File: src/design/lmp_map.svh
// Purpose: constants of the memory-type access policy block
// Assumes: included by bare name from design files
// Notes: definitions only
`ifndef LMP_MAP_SVH
`define LMP_MAP_SVH

// ----------------------------------------
// slave port encodings
// ----------------------------------------
`define LMP_SIZE_MAX 3'h3
`define LMP_BYTES_MAX 4'h8
`define LMP_LANES_ALL 8'hFF
`define LMP_LANES_NONE 8'h00
`define LMP_OFS_MSB 2

// ----------------------------------------
// reset values
// ----------------------------------------
`define LMP_RST_BIT 1'h0
`define LMP_RST_LANES 8'h00

// ----------------------------------------
// little-endian unaligned example
// ----------------------------------------
`define LMP_EX_ADDR 32'h0000_1004
`define LMP_EX_SIZE 3'h2
`define LMP_EX_STRB 8'h60

`endif

File: src/design/lmp_pkg.sv
// Purpose: types of the memory-type access policy block
// Assumes: nothing
// Notes: memory type codes are internal only
package lmp_pkg;

  typedef enum logic [2:0]
  {
    LMP_MT_SO = 3'h0,
    LMP_MT_DEV = 3'h1,
    LMP_MT_WBWA = 3'h2,
    LMP_MT_ONC = 3'h3,
    LMP_MT_WTNWA = 3'h6,
    LMP_MT_WBNWA = 3'h7
  } lmp_memtype_e;

  typedef struct packed
  {
    logic valid;
    logic write;
    lmp_memtype_e memtype;
    logic shared;
    logic lookup;
    logic hit;
    logic l2_read;
    logic linefill;
    logic master;
    logic buffered;
    logic no_merge;
    logic drain_l2;
    logic drain_dirty;
    logic drain_master;
    logic drain_alloc;
    logic drain_fetch;
    logic [7:0] lanes;
    logic unaligned;
  } lmp_state_s;

endpackage : lmp_pkg

File: src/design/lmp_access_policy.sv
// Purpose: read and write policy of the level-2 cache per memory type
// Assumes: slave port signals and lookup hit come from logic on CLK
// Notes: one registered decision per request, one cycle after it
// Functional notes
// - strongly ordered: uncached reads, unbuffered writes
// - device: uncached reads, unbuffered writes, master access
// - outer noncacheable handled as strongly ordered
// - nonshared cacheable: hit reads L2, miss linefills
// - write-back allocate hit: buffer, write L2, dirty
// - shared write-back allocate: bypass reads, buffered writes
// - write-through hit: buffer, write L2 and master
// - no-allocate write miss: buffer, master, no allocate
// - write-back no-allocate hit: L2 write, dirty only
// - shared no-allocate types: bypass reads, buffered writes
// - device writes bypass the merging write buffer
// - allocate override allocates nonshared cacheable misses
// - shared override uses the nonshared policy
// - noncacheable transfers never look up or hit
// - strobes mark active lanes in address phase
// - all-high strobes, no unaligned flag: lanes from address and size
// - 16-bit at 0x1005 arrives as 0x1004 size 2
// - protection bits zero mean strongly ordered, shared
`timescale 1ns/10ps
`include "lmp_map.svh"
module lmp_access_policy
(
  // clock and reset
  input wire logic CLK,
  input wire logic RST_N,
  // slave port request
  input wire logic REQ_VALID,
  input wire logic REQ_WRITE,
  input wire logic [31:0] REQ_ADDR,
  input wire logic [2:0] REQ_SIZE,
  input wire logic REQ_ALLOC,
  input wire logic REQ_CACHEABLE,
  input wire logic REQ_BUFFERABLE,
  input wire logic REQ_SHARED,
  input wire logic [7:0] REQ_STRB,
  input wire logic REQ_UNALIGNED,
  input wire logic LOOKUP_HIT,
  // configuration
  input wire logic WA_OVERRIDE,
  input wire logic SHARED_OVERRIDE,
  // decision
  output logic DEC_VALID,
  output logic DEC_WRITE,
  output lmp_pkg::lmp_memtype_e DEC_MEMTYPE,
  output logic DEC_SHARED,
  output logic DEC_LOOKUP,
  output logic DEC_HIT,
  output logic DEC_L2_READ,
  output logic DEC_LINEFILL,
  output logic DEC_MASTER,
  output logic DEC_BUFFERED,
  output logic DEC_NO_MERGE,
  output logic DEC_DRAIN_L2,
  output logic DEC_DRAIN_DIRTY,
  output logic DEC_DRAIN_MASTER,
  output logic DEC_DRAIN_ALLOC,
  output logic DEC_DRAIN_FETCH,
  output logic [7:0] DEC_LANES,
  output logic DEC_UNALIGNED
);
  import lmp_pkg::*;

  lmp_state_s st_q;
  lmp_state_s st_d;
  lmp_memtype_e mt;
  logic eff_shared;
  logic [7:0] lanes;
  logic lanes_derived;
  logic cacheable;
  logic hit;

  // ----------------------------------------
  // attribute decode
  // ----------------------------------------
  lmp_memtype_decode u_decode
  (
    .alloc(REQ_ALLOC),
    .cacheable(REQ_CACHEABLE),
    .bufferable(REQ_BUFFERABLE),
    .shared_sideband_bit(REQ_SHARED),
    .shared_override(SHARED_OVERRIDE),
    .memtype(mt),
    .eff_shared(eff_shared)
  );

  lmp_lane_gen u_lanes
  (
    .addr_low(REQ_ADDR[`LMP_OFS_MSB:0]),
    .slave_port_size(REQ_SIZE),
    .slave_byte_lane_strobes(REQ_STRB),
    .slave_unaligned_flag(REQ_UNALIGNED),
    .lanes(lanes),
    .derived(lanes_derived)
  );

  // ----------------------------------------
  // policy
  // ----------------------------------------
  // only nonshared normal cacheable types reach the cache
  assign cacheable = !eff_shared &&
    (mt == LMP_MT_WBWA || mt == LMP_MT_WTNWA || mt == LMP_MT_WBNWA);
  assign hit = cacheable && LOOKUP_HIT;

  always_comb
  begin
    st_d = '0;
    st_d.valid = REQ_VALID;
    st_d.write = REQ_WRITE;
    st_d.memtype = mt;
    st_d.shared = eff_shared;
    st_d.lanes = lanes;
    st_d.unaligned = REQ_UNALIGNED;
    if (REQ_VALID)
    begin
      st_d.lookup = cacheable;
      st_d.hit = hit;
      if (!REQ_WRITE)
      begin
        if (cacheable)
        begin
          st_d.l2_read = hit;
          st_d.linefill = !hit;
        end
        else
        begin
          st_d.master = 1'b1;
        end
      end
      else if (mt == LMP_MT_SO || mt == LMP_MT_DEV || mt == LMP_MT_ONC)
      begin
        st_d.master = 1'b1;
        st_d.no_merge = (mt == LMP_MT_DEV);
      end
      else if (!cacheable)
      begin
        st_d.buffered = 1'b1;
        st_d.drain_master = 1'b1;
      end
      else if (hit)
      begin
        st_d.buffered = 1'b1;
        st_d.drain_l2 = 1'b1;
        st_d.drain_dirty = (mt != LMP_MT_WTNWA);
        st_d.drain_master = (mt == LMP_MT_WTNWA);
      end
      else if (mt == LMP_MT_WBWA || WA_OVERRIDE)
      begin
        st_d.buffered = 1'b1;
        st_d.drain_alloc = 1'b1;
        st_d.drain_fetch = (lanes != `LMP_LANES_ALL);
      end
      else
      begin
        st_d.buffered = 1'b1;
        st_d.drain_master = 1'b1;
      end
    end
  end

  always_ff @(posedge CLK or negedge RST_N)
  begin
    if (!RST_N)
    begin
      st_q <= '0;
    end
    else
    begin
      st_q <= st_d;
    end
  end

  // ----------------------------------------
  // outputs
  // ----------------------------------------
  assign DEC_VALID = st_q.valid;
  assign DEC_WRITE = st_q.write;
  assign DEC_MEMTYPE = st_q.memtype;
  assign DEC_SHARED = st_q.shared;
  assign DEC_LOOKUP = st_q.lookup;
  assign DEC_HIT = st_q.hit;
  assign DEC_L2_READ = st_q.l2_read;
  assign DEC_LINEFILL = st_q.linefill;
  assign DEC_MASTER = st_q.master;
  assign DEC_BUFFERED = st_q.buffered;
  assign DEC_NO_MERGE = st_q.no_merge;
  assign DEC_DRAIN_L2 = st_q.drain_l2;
  assign DEC_DRAIN_DIRTY = st_q.drain_dirty;
  assign DEC_DRAIN_MASTER = st_q.drain_master;
  assign DEC_DRAIN_ALLOC = st_q.drain_alloc;
  assign DEC_DRAIN_FETCH = st_q.drain_fetch;
  assign DEC_LANES = st_q.lanes;
  assign DEC_UNALIGNED = st_q.unaligned;

  // ----------------------------------------
  // checks
  // ----------------------------------------
  so_uncached_a: assert property (@(posedge CLK) disable iff (!RST_N)
    (REQ_VALID && mt == LMP_MT_SO) |=> (DEC_MASTER && !DEC_BUFFERED && !DEC_LOOKUP))
    else $error("strongly ordered transfer not sent straight out");

  dev_no_merge_a: assert property (@(posedge CLK) disable iff (!RST_N)
    (REQ_VALID && REQ_WRITE && mt == LMP_MT_DEV) |=> (DEC_MASTER && DEC_NO_MERGE && !DEC_BUFFERED))
    else $error("device write not unbuffered");

  onc_as_so_a: assert property (@(posedge CLK) disable iff (!RST_N)
    (REQ_VALID && !REQ_ALLOC && REQ_CACHEABLE && !REQ_BUFFERABLE)
    |=> (DEC_MASTER && !DEC_LINEFILL && !DEC_BUFFERED && !DEC_NO_MERGE))
    else $error("outer noncacheable not handled as strongly ordered");

  read_hit_miss_a: assert property (@(posedge CLK) disable iff (!RST_N)
    (REQ_VALID && !REQ_WRITE && cacheable)
    |=> (DEC_L2_READ == $past(LOOKUP_HIT)) && (DEC_LINEFILL != $past(LOOKUP_HIT)) && !DEC_MASTER)
    else $error("cacheable read not served by cache");

  wbwa_hit_dirty_a: assert property (@(posedge CLK) disable iff (!RST_N)
    (REQ_VALID && REQ_WRITE && hit && mt == LMP_MT_WBWA)
    |=> (DEC_BUFFERED && DEC_DRAIN_L2 && DEC_DRAIN_DIRTY && !DEC_DRAIN_MASTER))
    else $error("write-back allocate hit not dirtied");

  alloc_miss_a: assert property (@(posedge CLK) disable iff (!RST_N)
    (REQ_VALID && REQ_WRITE && cacheable && !LOOKUP_HIT && mt == LMP_MT_WBWA)
    |=> (DEC_DRAIN_ALLOC && (DEC_DRAIN_FETCH == (DEC_LANES != `LMP_LANES_ALL))))
    else $error("allocating miss wrong");

  shared_bypass_a: assert property (@(posedge CLK) disable iff (!RST_N)
    (REQ_VALID && REQ_SHARED && !SHARED_OVERRIDE && REQ_CACHEABLE && REQ_BUFFERABLE)
    |=> (!DEC_LOOKUP && (DEC_WRITE ? (DEC_BUFFERED && DEC_DRAIN_MASTER) : DEC_MASTER)))
    else $error("shared write-back allocate not bypassed");

  wt_hit_both_a: assert property (@(posedge CLK) disable iff (!RST_N)
    (REQ_VALID && REQ_WRITE && hit && mt == LMP_MT_WTNWA)
    |=> (DEC_DRAIN_L2 && DEC_DRAIN_MASTER && !DEC_DRAIN_DIRTY))
    else $error("write-through hit not written both ways");

  noalloc_miss_a: assert property (@(posedge CLK) disable iff (!RST_N)
    (REQ_VALID && REQ_WRITE && cacheable && !LOOKUP_HIT && !WA_OVERRIDE && mt != LMP_MT_WBWA)
    |=> (DEC_BUFFERED && DEC_DRAIN_MASTER && !DEC_DRAIN_ALLOC))
    else $error("no-allocate miss allocated");

  wbnwa_hit_a: assert property (@(posedge CLK) disable iff (!RST_N)
    (REQ_VALID && REQ_WRITE && hit && mt == LMP_MT_WBNWA)
    |=> (DEC_DRAIN_DIRTY && !DEC_DRAIN_MASTER))
    else $error("write-back no-allocate hit went out");

  shared_na_a: assert property (@(posedge CLK) disable iff (!RST_N)
    (REQ_VALID && REQ_WRITE && REQ_SHARED && !SHARED_OVERRIDE && REQ_ALLOC && REQ_CACHEABLE)
    |=> (DEC_BUFFERED && DEC_DRAIN_MASTER && !DEC_DRAIN_L2))
    else $error("shared no-allocate write wrong");

  override_alloc_a: assert property (@(posedge CLK) disable iff (!RST_N)
    (REQ_VALID && REQ_WRITE && WA_OVERRIDE && cacheable && !LOOKUP_HIT) |=> DEC_DRAIN_ALLOC)
    else $error("allocate override ignored");

  share_override_a: assert property (@(posedge CLK) disable iff (!RST_N)
    (REQ_VALID && SHARED_OVERRIDE && REQ_CACHEABLE && REQ_BUFFERABLE) |=> DEC_LOOKUP)
    else $error("shared override not applied");

  no_nc_hit_a: assert property (@(posedge CLK) disable iff (!RST_N)
    DEC_HIT |-> DEC_LOOKUP && !DEC_MASTER)
    else $error("hit on noncacheable transfer");

  so_shared_a: assert property (@(posedge CLK) disable iff (!RST_N)
    (REQ_VALID && !REQ_ALLOC && !REQ_CACHEABLE && !REQ_BUFFERABLE)
    |=> (DEC_MEMTYPE == LMP_MT_SO && DEC_SHARED))
    else $error("zero protection not strongly ordered");

  lane_derive_a: assert property (@(posedge CLK) disable iff (!RST_N)
    (REQ_VALID && REQ_SIZE == `LMP_SIZE_MAX && REQ_STRB == `LMP_LANES_ALL && !REQ_UNALIGNED)
    |=> DEC_LANES == `LMP_LANES_ALL)
    else $error("derived lanes wrong");

  unalign_pass_a: assert property (@(posedge CLK) disable iff (!RST_N)
    (REQ_VALID && REQ_ADDR[`LMP_OFS_MSB:0] == 3'(`LMP_EX_ADDR) && REQ_SIZE == `LMP_EX_SIZE &&
     REQ_STRB == `LMP_EX_STRB && REQ_UNALIGNED)
    |=> (DEC_LANES == `LMP_EX_STRB && DEC_UNALIGNED))
    else $error("unaligned strobes altered");

  strb_pass_a: assert property (@(posedge CLK) disable iff (!RST_N)
    (REQ_VALID && (REQ_STRB != `LMP_LANES_ALL || REQ_UNALIGNED)) |=> (DEC_LANES == $past(REQ_STRB)))
    else $error("byte strobes not passed through");

  read_bypass_a: assert property (@(posedge CLK) disable iff (!RST_N)
    (REQ_VALID && !REQ_WRITE && (eff_shared || mt == LMP_MT_ONC))
    |=> (DEC_MASTER && !DEC_LOOKUP && !DEC_L2_READ && !DEC_LINEFILL))
    else $error("uncached read not sent to master port");

  read_hit_c: cover property (@(posedge CLK) disable iff (!RST_N) DEC_L2_READ);
  linefill_c: cover property (@(posedge CLK) disable iff (!RST_N) DEC_LINEFILL);
  alloc_fetch_c: cover property (@(posedge CLK) disable iff (!RST_N) DEC_DRAIN_FETCH);
  device_write_c: cover property (@(posedge CLK) disable iff (!RST_N) DEC_NO_MERGE);
  bypass_read_c: cover property (@(posedge CLK) disable iff (!RST_N) DEC_MASTER && !DEC_WRITE);

endmodule : lmp_access_policy

File: src/design/lmp_memtype_decode.sv
// Purpose: protection and shared bits to memory type and effective sharing
// Assumes: inputs from logic on the same clock
// Notes: purely combinational
`timescale 1ns/10ps
module lmp_memtype_decode
(
  // transfer attributes
  input wire logic alloc,
  input wire logic cacheable,
  input wire logic bufferable,
  input wire logic shared_sideband_bit,
  // configuration
  input wire logic shared_override,
  // decoded
  output lmp_pkg::lmp_memtype_e memtype,
  output logic eff_shared
);
  import lmp_pkg::*;

  always_comb
  begin
    memtype = LMP_MT_SO;
    case ({alloc, cacheable, bufferable})
      3'h0: memtype = LMP_MT_SO;
      3'h1: memtype = LMP_MT_DEV;
      3'h2: memtype = LMP_MT_ONC;
      3'h3: memtype = LMP_MT_WBWA;
      3'h6: memtype = LMP_MT_WTNWA;
      3'h7: memtype = LMP_MT_WBNWA;
      // undefined alloc without cacheable: safest as strongly ordered
      default: memtype = LMP_MT_SO;
    endcase
  end

  // strongly ordered and device are shared whatever the sideband says
  always_comb
  begin
    if (memtype == LMP_MT_SO || memtype == LMP_MT_DEV)
    begin
      eff_shared = 1'b1;
    end
    else
    begin
      eff_shared = shared_sideband_bit && !shared_override;
    end
  end

endmodule : lmp_memtype_decode

File: src/design/lmp_lane_gen.sv
// Purpose: internal byte lanes from strobes, or from address and size
// Assumes: address aligned down to the size by the master
// Notes: purely combinational
`timescale 1ns/10ps
`include "lmp_map.svh"
module lmp_lane_gen
(
  // slave port address phase
  input wire logic [2:0] addr_low,
  input wire logic [2:0] slave_port_size,
  input wire logic [7:0] slave_byte_lane_strobes,
  input wire logic slave_unaligned_flag,
  // result
  output logic [7:0] lanes,
  output logic derived
);
  logic [3:0] ofs;
  logic [3:0] nbytes;
  logic [7:0] from_addr;

  assign ofs = {1'b0, addr_low};

  always_comb
  begin
    case (slave_port_size)
      3'h0: nbytes = 4'h1;
      3'h1: nbytes = 4'h2;
      3'h2: nbytes = 4'h4;
      default: nbytes = `LMP_BYTES_MAX;
    endcase
  end

  for (genvar i = 0; i < 8; i++)
  begin : g_lane
    assign from_addr[i] = (4'(i) >= ofs) && ({1'b0, 4'(i)} < ({1'b0, ofs} + {1'b0, nbytes}));
  end

  // all-high strobes with no unaligned flag means a system without strobes
  assign derived = (slave_byte_lane_strobes == `LMP_LANES_ALL) && !slave_unaligned_flag;
  assign lanes = derived ? from_addr : slave_byte_lane_strobes;

endmodule : lmp_lane_gen

File: config.mk
export PLATFORM = sky130hd
export DESIGN_NAME = lmp_access_policy
export DESIGN_NICKNAME = d
export VERILOG_FILES = /design/src/design/lmp_pkg.sv /design/src/design/lmp_access_policy.sv /design/src/design/lmp_memtype_decode.sv /design/src/design/lmp_lane_gen.sv
export VERILOG_INCLUDE_DIRS = /design/src /design/src/design
export SDC_FILE = /design/constraint.sdc
export NUM_CORES = 1
export LEC_CHECK = 0
export BUFFER_PORTS_ARGS = -buffer_cell sky130_fd_sc_hd__buf_4
export CORE_ASPECT_RATIO = 0.6
export CORE_MARGIN = 2
export CORE_UTILIZATION = 42
export DETAILED_ROUTE_END_ITERATION = 6
export GPL_TIMING_DRIVEN = 0
export PLACE_DENSITY_LB_ADDON = 0.05
export SYNTH_ARGS = -nofsm -noshare
export SYNTH_HDL_FRONTEND = slang
export SYNTH_HIERARCHICAL = 1
export SYNTH_SLANG_ARGS = --single-unit
File: constraint.sdc
create_clock -name CLK -period 0.8 [get_ports CLK]
set_clock_uncertainty 0.1 [all_clocks]
set_input_delay 0.08 -clock CLK [delete_from_list [all_inputs] [get_ports CLK]]
set_output_delay 0.08 -clock CLK [all_outputs]
set_load 0.02 [all_outputs]
==> impl_metrics.csv <==
group,metric,value,unit
pwr,leakagePower,1.06,nW
worst_setup_path,arrival,2.08,ns
global_route,grt_overflow,0,
global_route,antenna_found_initial,0,
cells_and_area,largest_reg_flops,8,
status,status,"finished, violations left",
yosys,avgSynthCellArea,11.3,um2
pwr,totalPowerFinal,3.17,mW
status,violations,"negative hold slack, negative setup slack",
worst_setup_path,crit_type,"in -> reg",
clocking,cts_buffers,3,
cells_and_area,ff_latch_area,676,um2
place,hpwl,2520,um
route,vias_per_cell,5.32,
route,detail_route.first_pass.iterations,4,
timing,hold_viol,10,
min_path,min_to,"DEC_SHARED",
pwr,peakVddDrop,0.802,mV
timing,setup_tns,-14.06,ns
timing,setup_viol,46,
route,antenna_left,0,
timing,setup_ws,-1.21,ns
route,wl_per_cell,15.9,um
min_path,hold_class,"in -> reg",
clocking,clkTransAtPathRegs,0.09,ns
die,core_area,2930,um2
worst_setup_path,crit_required,0.87,ns
cells_and_area,layout_commonest_cell,"buf_6",
flow_run,max_cap_viol_count,0,
die,dieArea,3590,um2
worst_setup_path,cp-start-kind,"primary input",
yosys,syn_area,1310,um2
timing,layout_min_cycle_time,2.01,ns
timing,hold_ws,-0.103,ns
clocking,htree_levels,1,
cells_and_area,fin_util,0.798,
timing,timing.fmax,497,MHz
cells_and_area,nNetsFinal,253,
worst_setup_path,cp_max_fo,5,
cells_and_area,layout-drive-gt1-share,0.585,
cells_and_area,multiInputGateArea,792,um2
global_route,grt_max_degree,28,
yosys,synth_fp_nets,175,
die,initial_core_util,0.447,
timing,rsz0062_at_grt,"yes",
route,drt-total-wl,3740,um
cells_and_area,syn_to_final_growth,78.5,%
clocking,cts_sinks,27,
route,drc,0,
global_route,first_global_vias,1086,
route,drt_iter0_drc,95,
timing,slew_viol_final,0,
min_path,holdPathStages,2,
global_route,grtUsageTotal,0.202,
yosys,syn_inst,116,
timing,tightestPinTransition,0.424,ns
worst_setup_path,critPathCaptureType,"flip-flop",
pwr,power.density,1360,nW/um2
die,die_w,76.1,um
timing,period_share,2.51,
die,row_count,15,
place,numPortBuffers,52,
die,die_h,47.2,um
yosys,yosys_warnings,6,
route,vias,1251,
clocking,cts_buffer_depth,2,
min_path,hp-start,"SHARED_OVERRIDE",
die,io_pins,82,
place,routabilityCongestion,0.915,
clocking,postCtsHoldBufs,4,
cells_and_area,fillers,171,
cells_and_area,diodes,0,
global_route,grt_first_pass_wirelength,5430,um
clocking,cts_tree,"built",
timing,slew_headroom,0.717,
cells_and_area,final_cell_mix,"buf_6, buf_4, dfrtp_1",
clocking,root_buffer,"clkbuf_8",
-- how the worst max path moves through the flow --
stage | end | slack (ns) | cells after the start | from
2_1_floorplan | DEC_DRAIN_FETCH | -1.15 | 10 | REQ_SIZE[0]
3_3_place_gp | DEC_DRAIN_FETCH | -1.52 | 10 | REQ_SIZE[2]
3_5_place_dp | DEC_DRAIN_FETCH | -1.62 | 10 | REQ_SIZE[2]
4_1_cts | DEC_DRAIN_FETCH | -1.14 | 11 | REQ_SIZE[1]
5_1_grt | DEC_DRAIN_FETCH | -1.34 | 10 | REQ_SIZE[1]
6_report | DEC_DRAIN_FETCH | -1.21 | 11 | REQ_SIZE[0]
-- worst max-delay path: stages --
cell and delay, ns:
buf_8 0.11, nor3b_4 0.16, buf_4 0.14, fa_2 0.39, xor2_2 0.22, a2111oi_4 0.08, a2111o_1 0.45, o21ai_2 0.13
nand4_1 0.12, nor2_1 0.15, nor4_2 0.05
-- layout make-up --
type | instances | share of cell area
Clock buffer | 3 | 0.0177
Tap cell | 42 | 0.0225
Timing Repair Buffer | 73 | 0.308
Clock inverter | 1 | 0.00321
Buffer | 3 | 0.0129
Multi-Input combinational cell | 82 | 0.339
Inverter | 4 | 0.00750
Sequential cell | 27 | 0.289
-- through the flow --
step           hold slack, ns  std cells  worst slack, ns  area [um2]
6_report               -0.103        235            -1.21        2340
5_1_grt                -0.101        235            -1.34        2340
4_1_cts               -0.0954        229            -1.14        2250
3_5_place_dp          -0.0869        210            -1.62        1850
3_3_place_gp          -0.0958        210            -1.52        1850
2_1_floorplan          -0.316        116            -1.15        1410
-- power breakdown --
part           internal, mW  total, mW  leakage [nW]  switching (mW)
clock                 0.353      0.783        0.0217           0.429
sequential             1.42       1.45         0.340          0.0307
combinational         0.487      0.931         0.700           0.444
-- per-layer routing --
metal	vias up	routed length, um	track usage
met4	0	19	0.0364
li1	578	-	-
met3	2	390	0.0596
met2	80	1680	0.325
met1	591	1650	0.282
met5	-	0	0
-- timing repair --
item                                    CTS  global route
endpoints found under the setup margin   45            47
setup buffers                            11             7
hold endpoints to repair                 42            10
resized for setup                        55            11
pin swaps                                20            14
(Power assumes the default switching activity.)
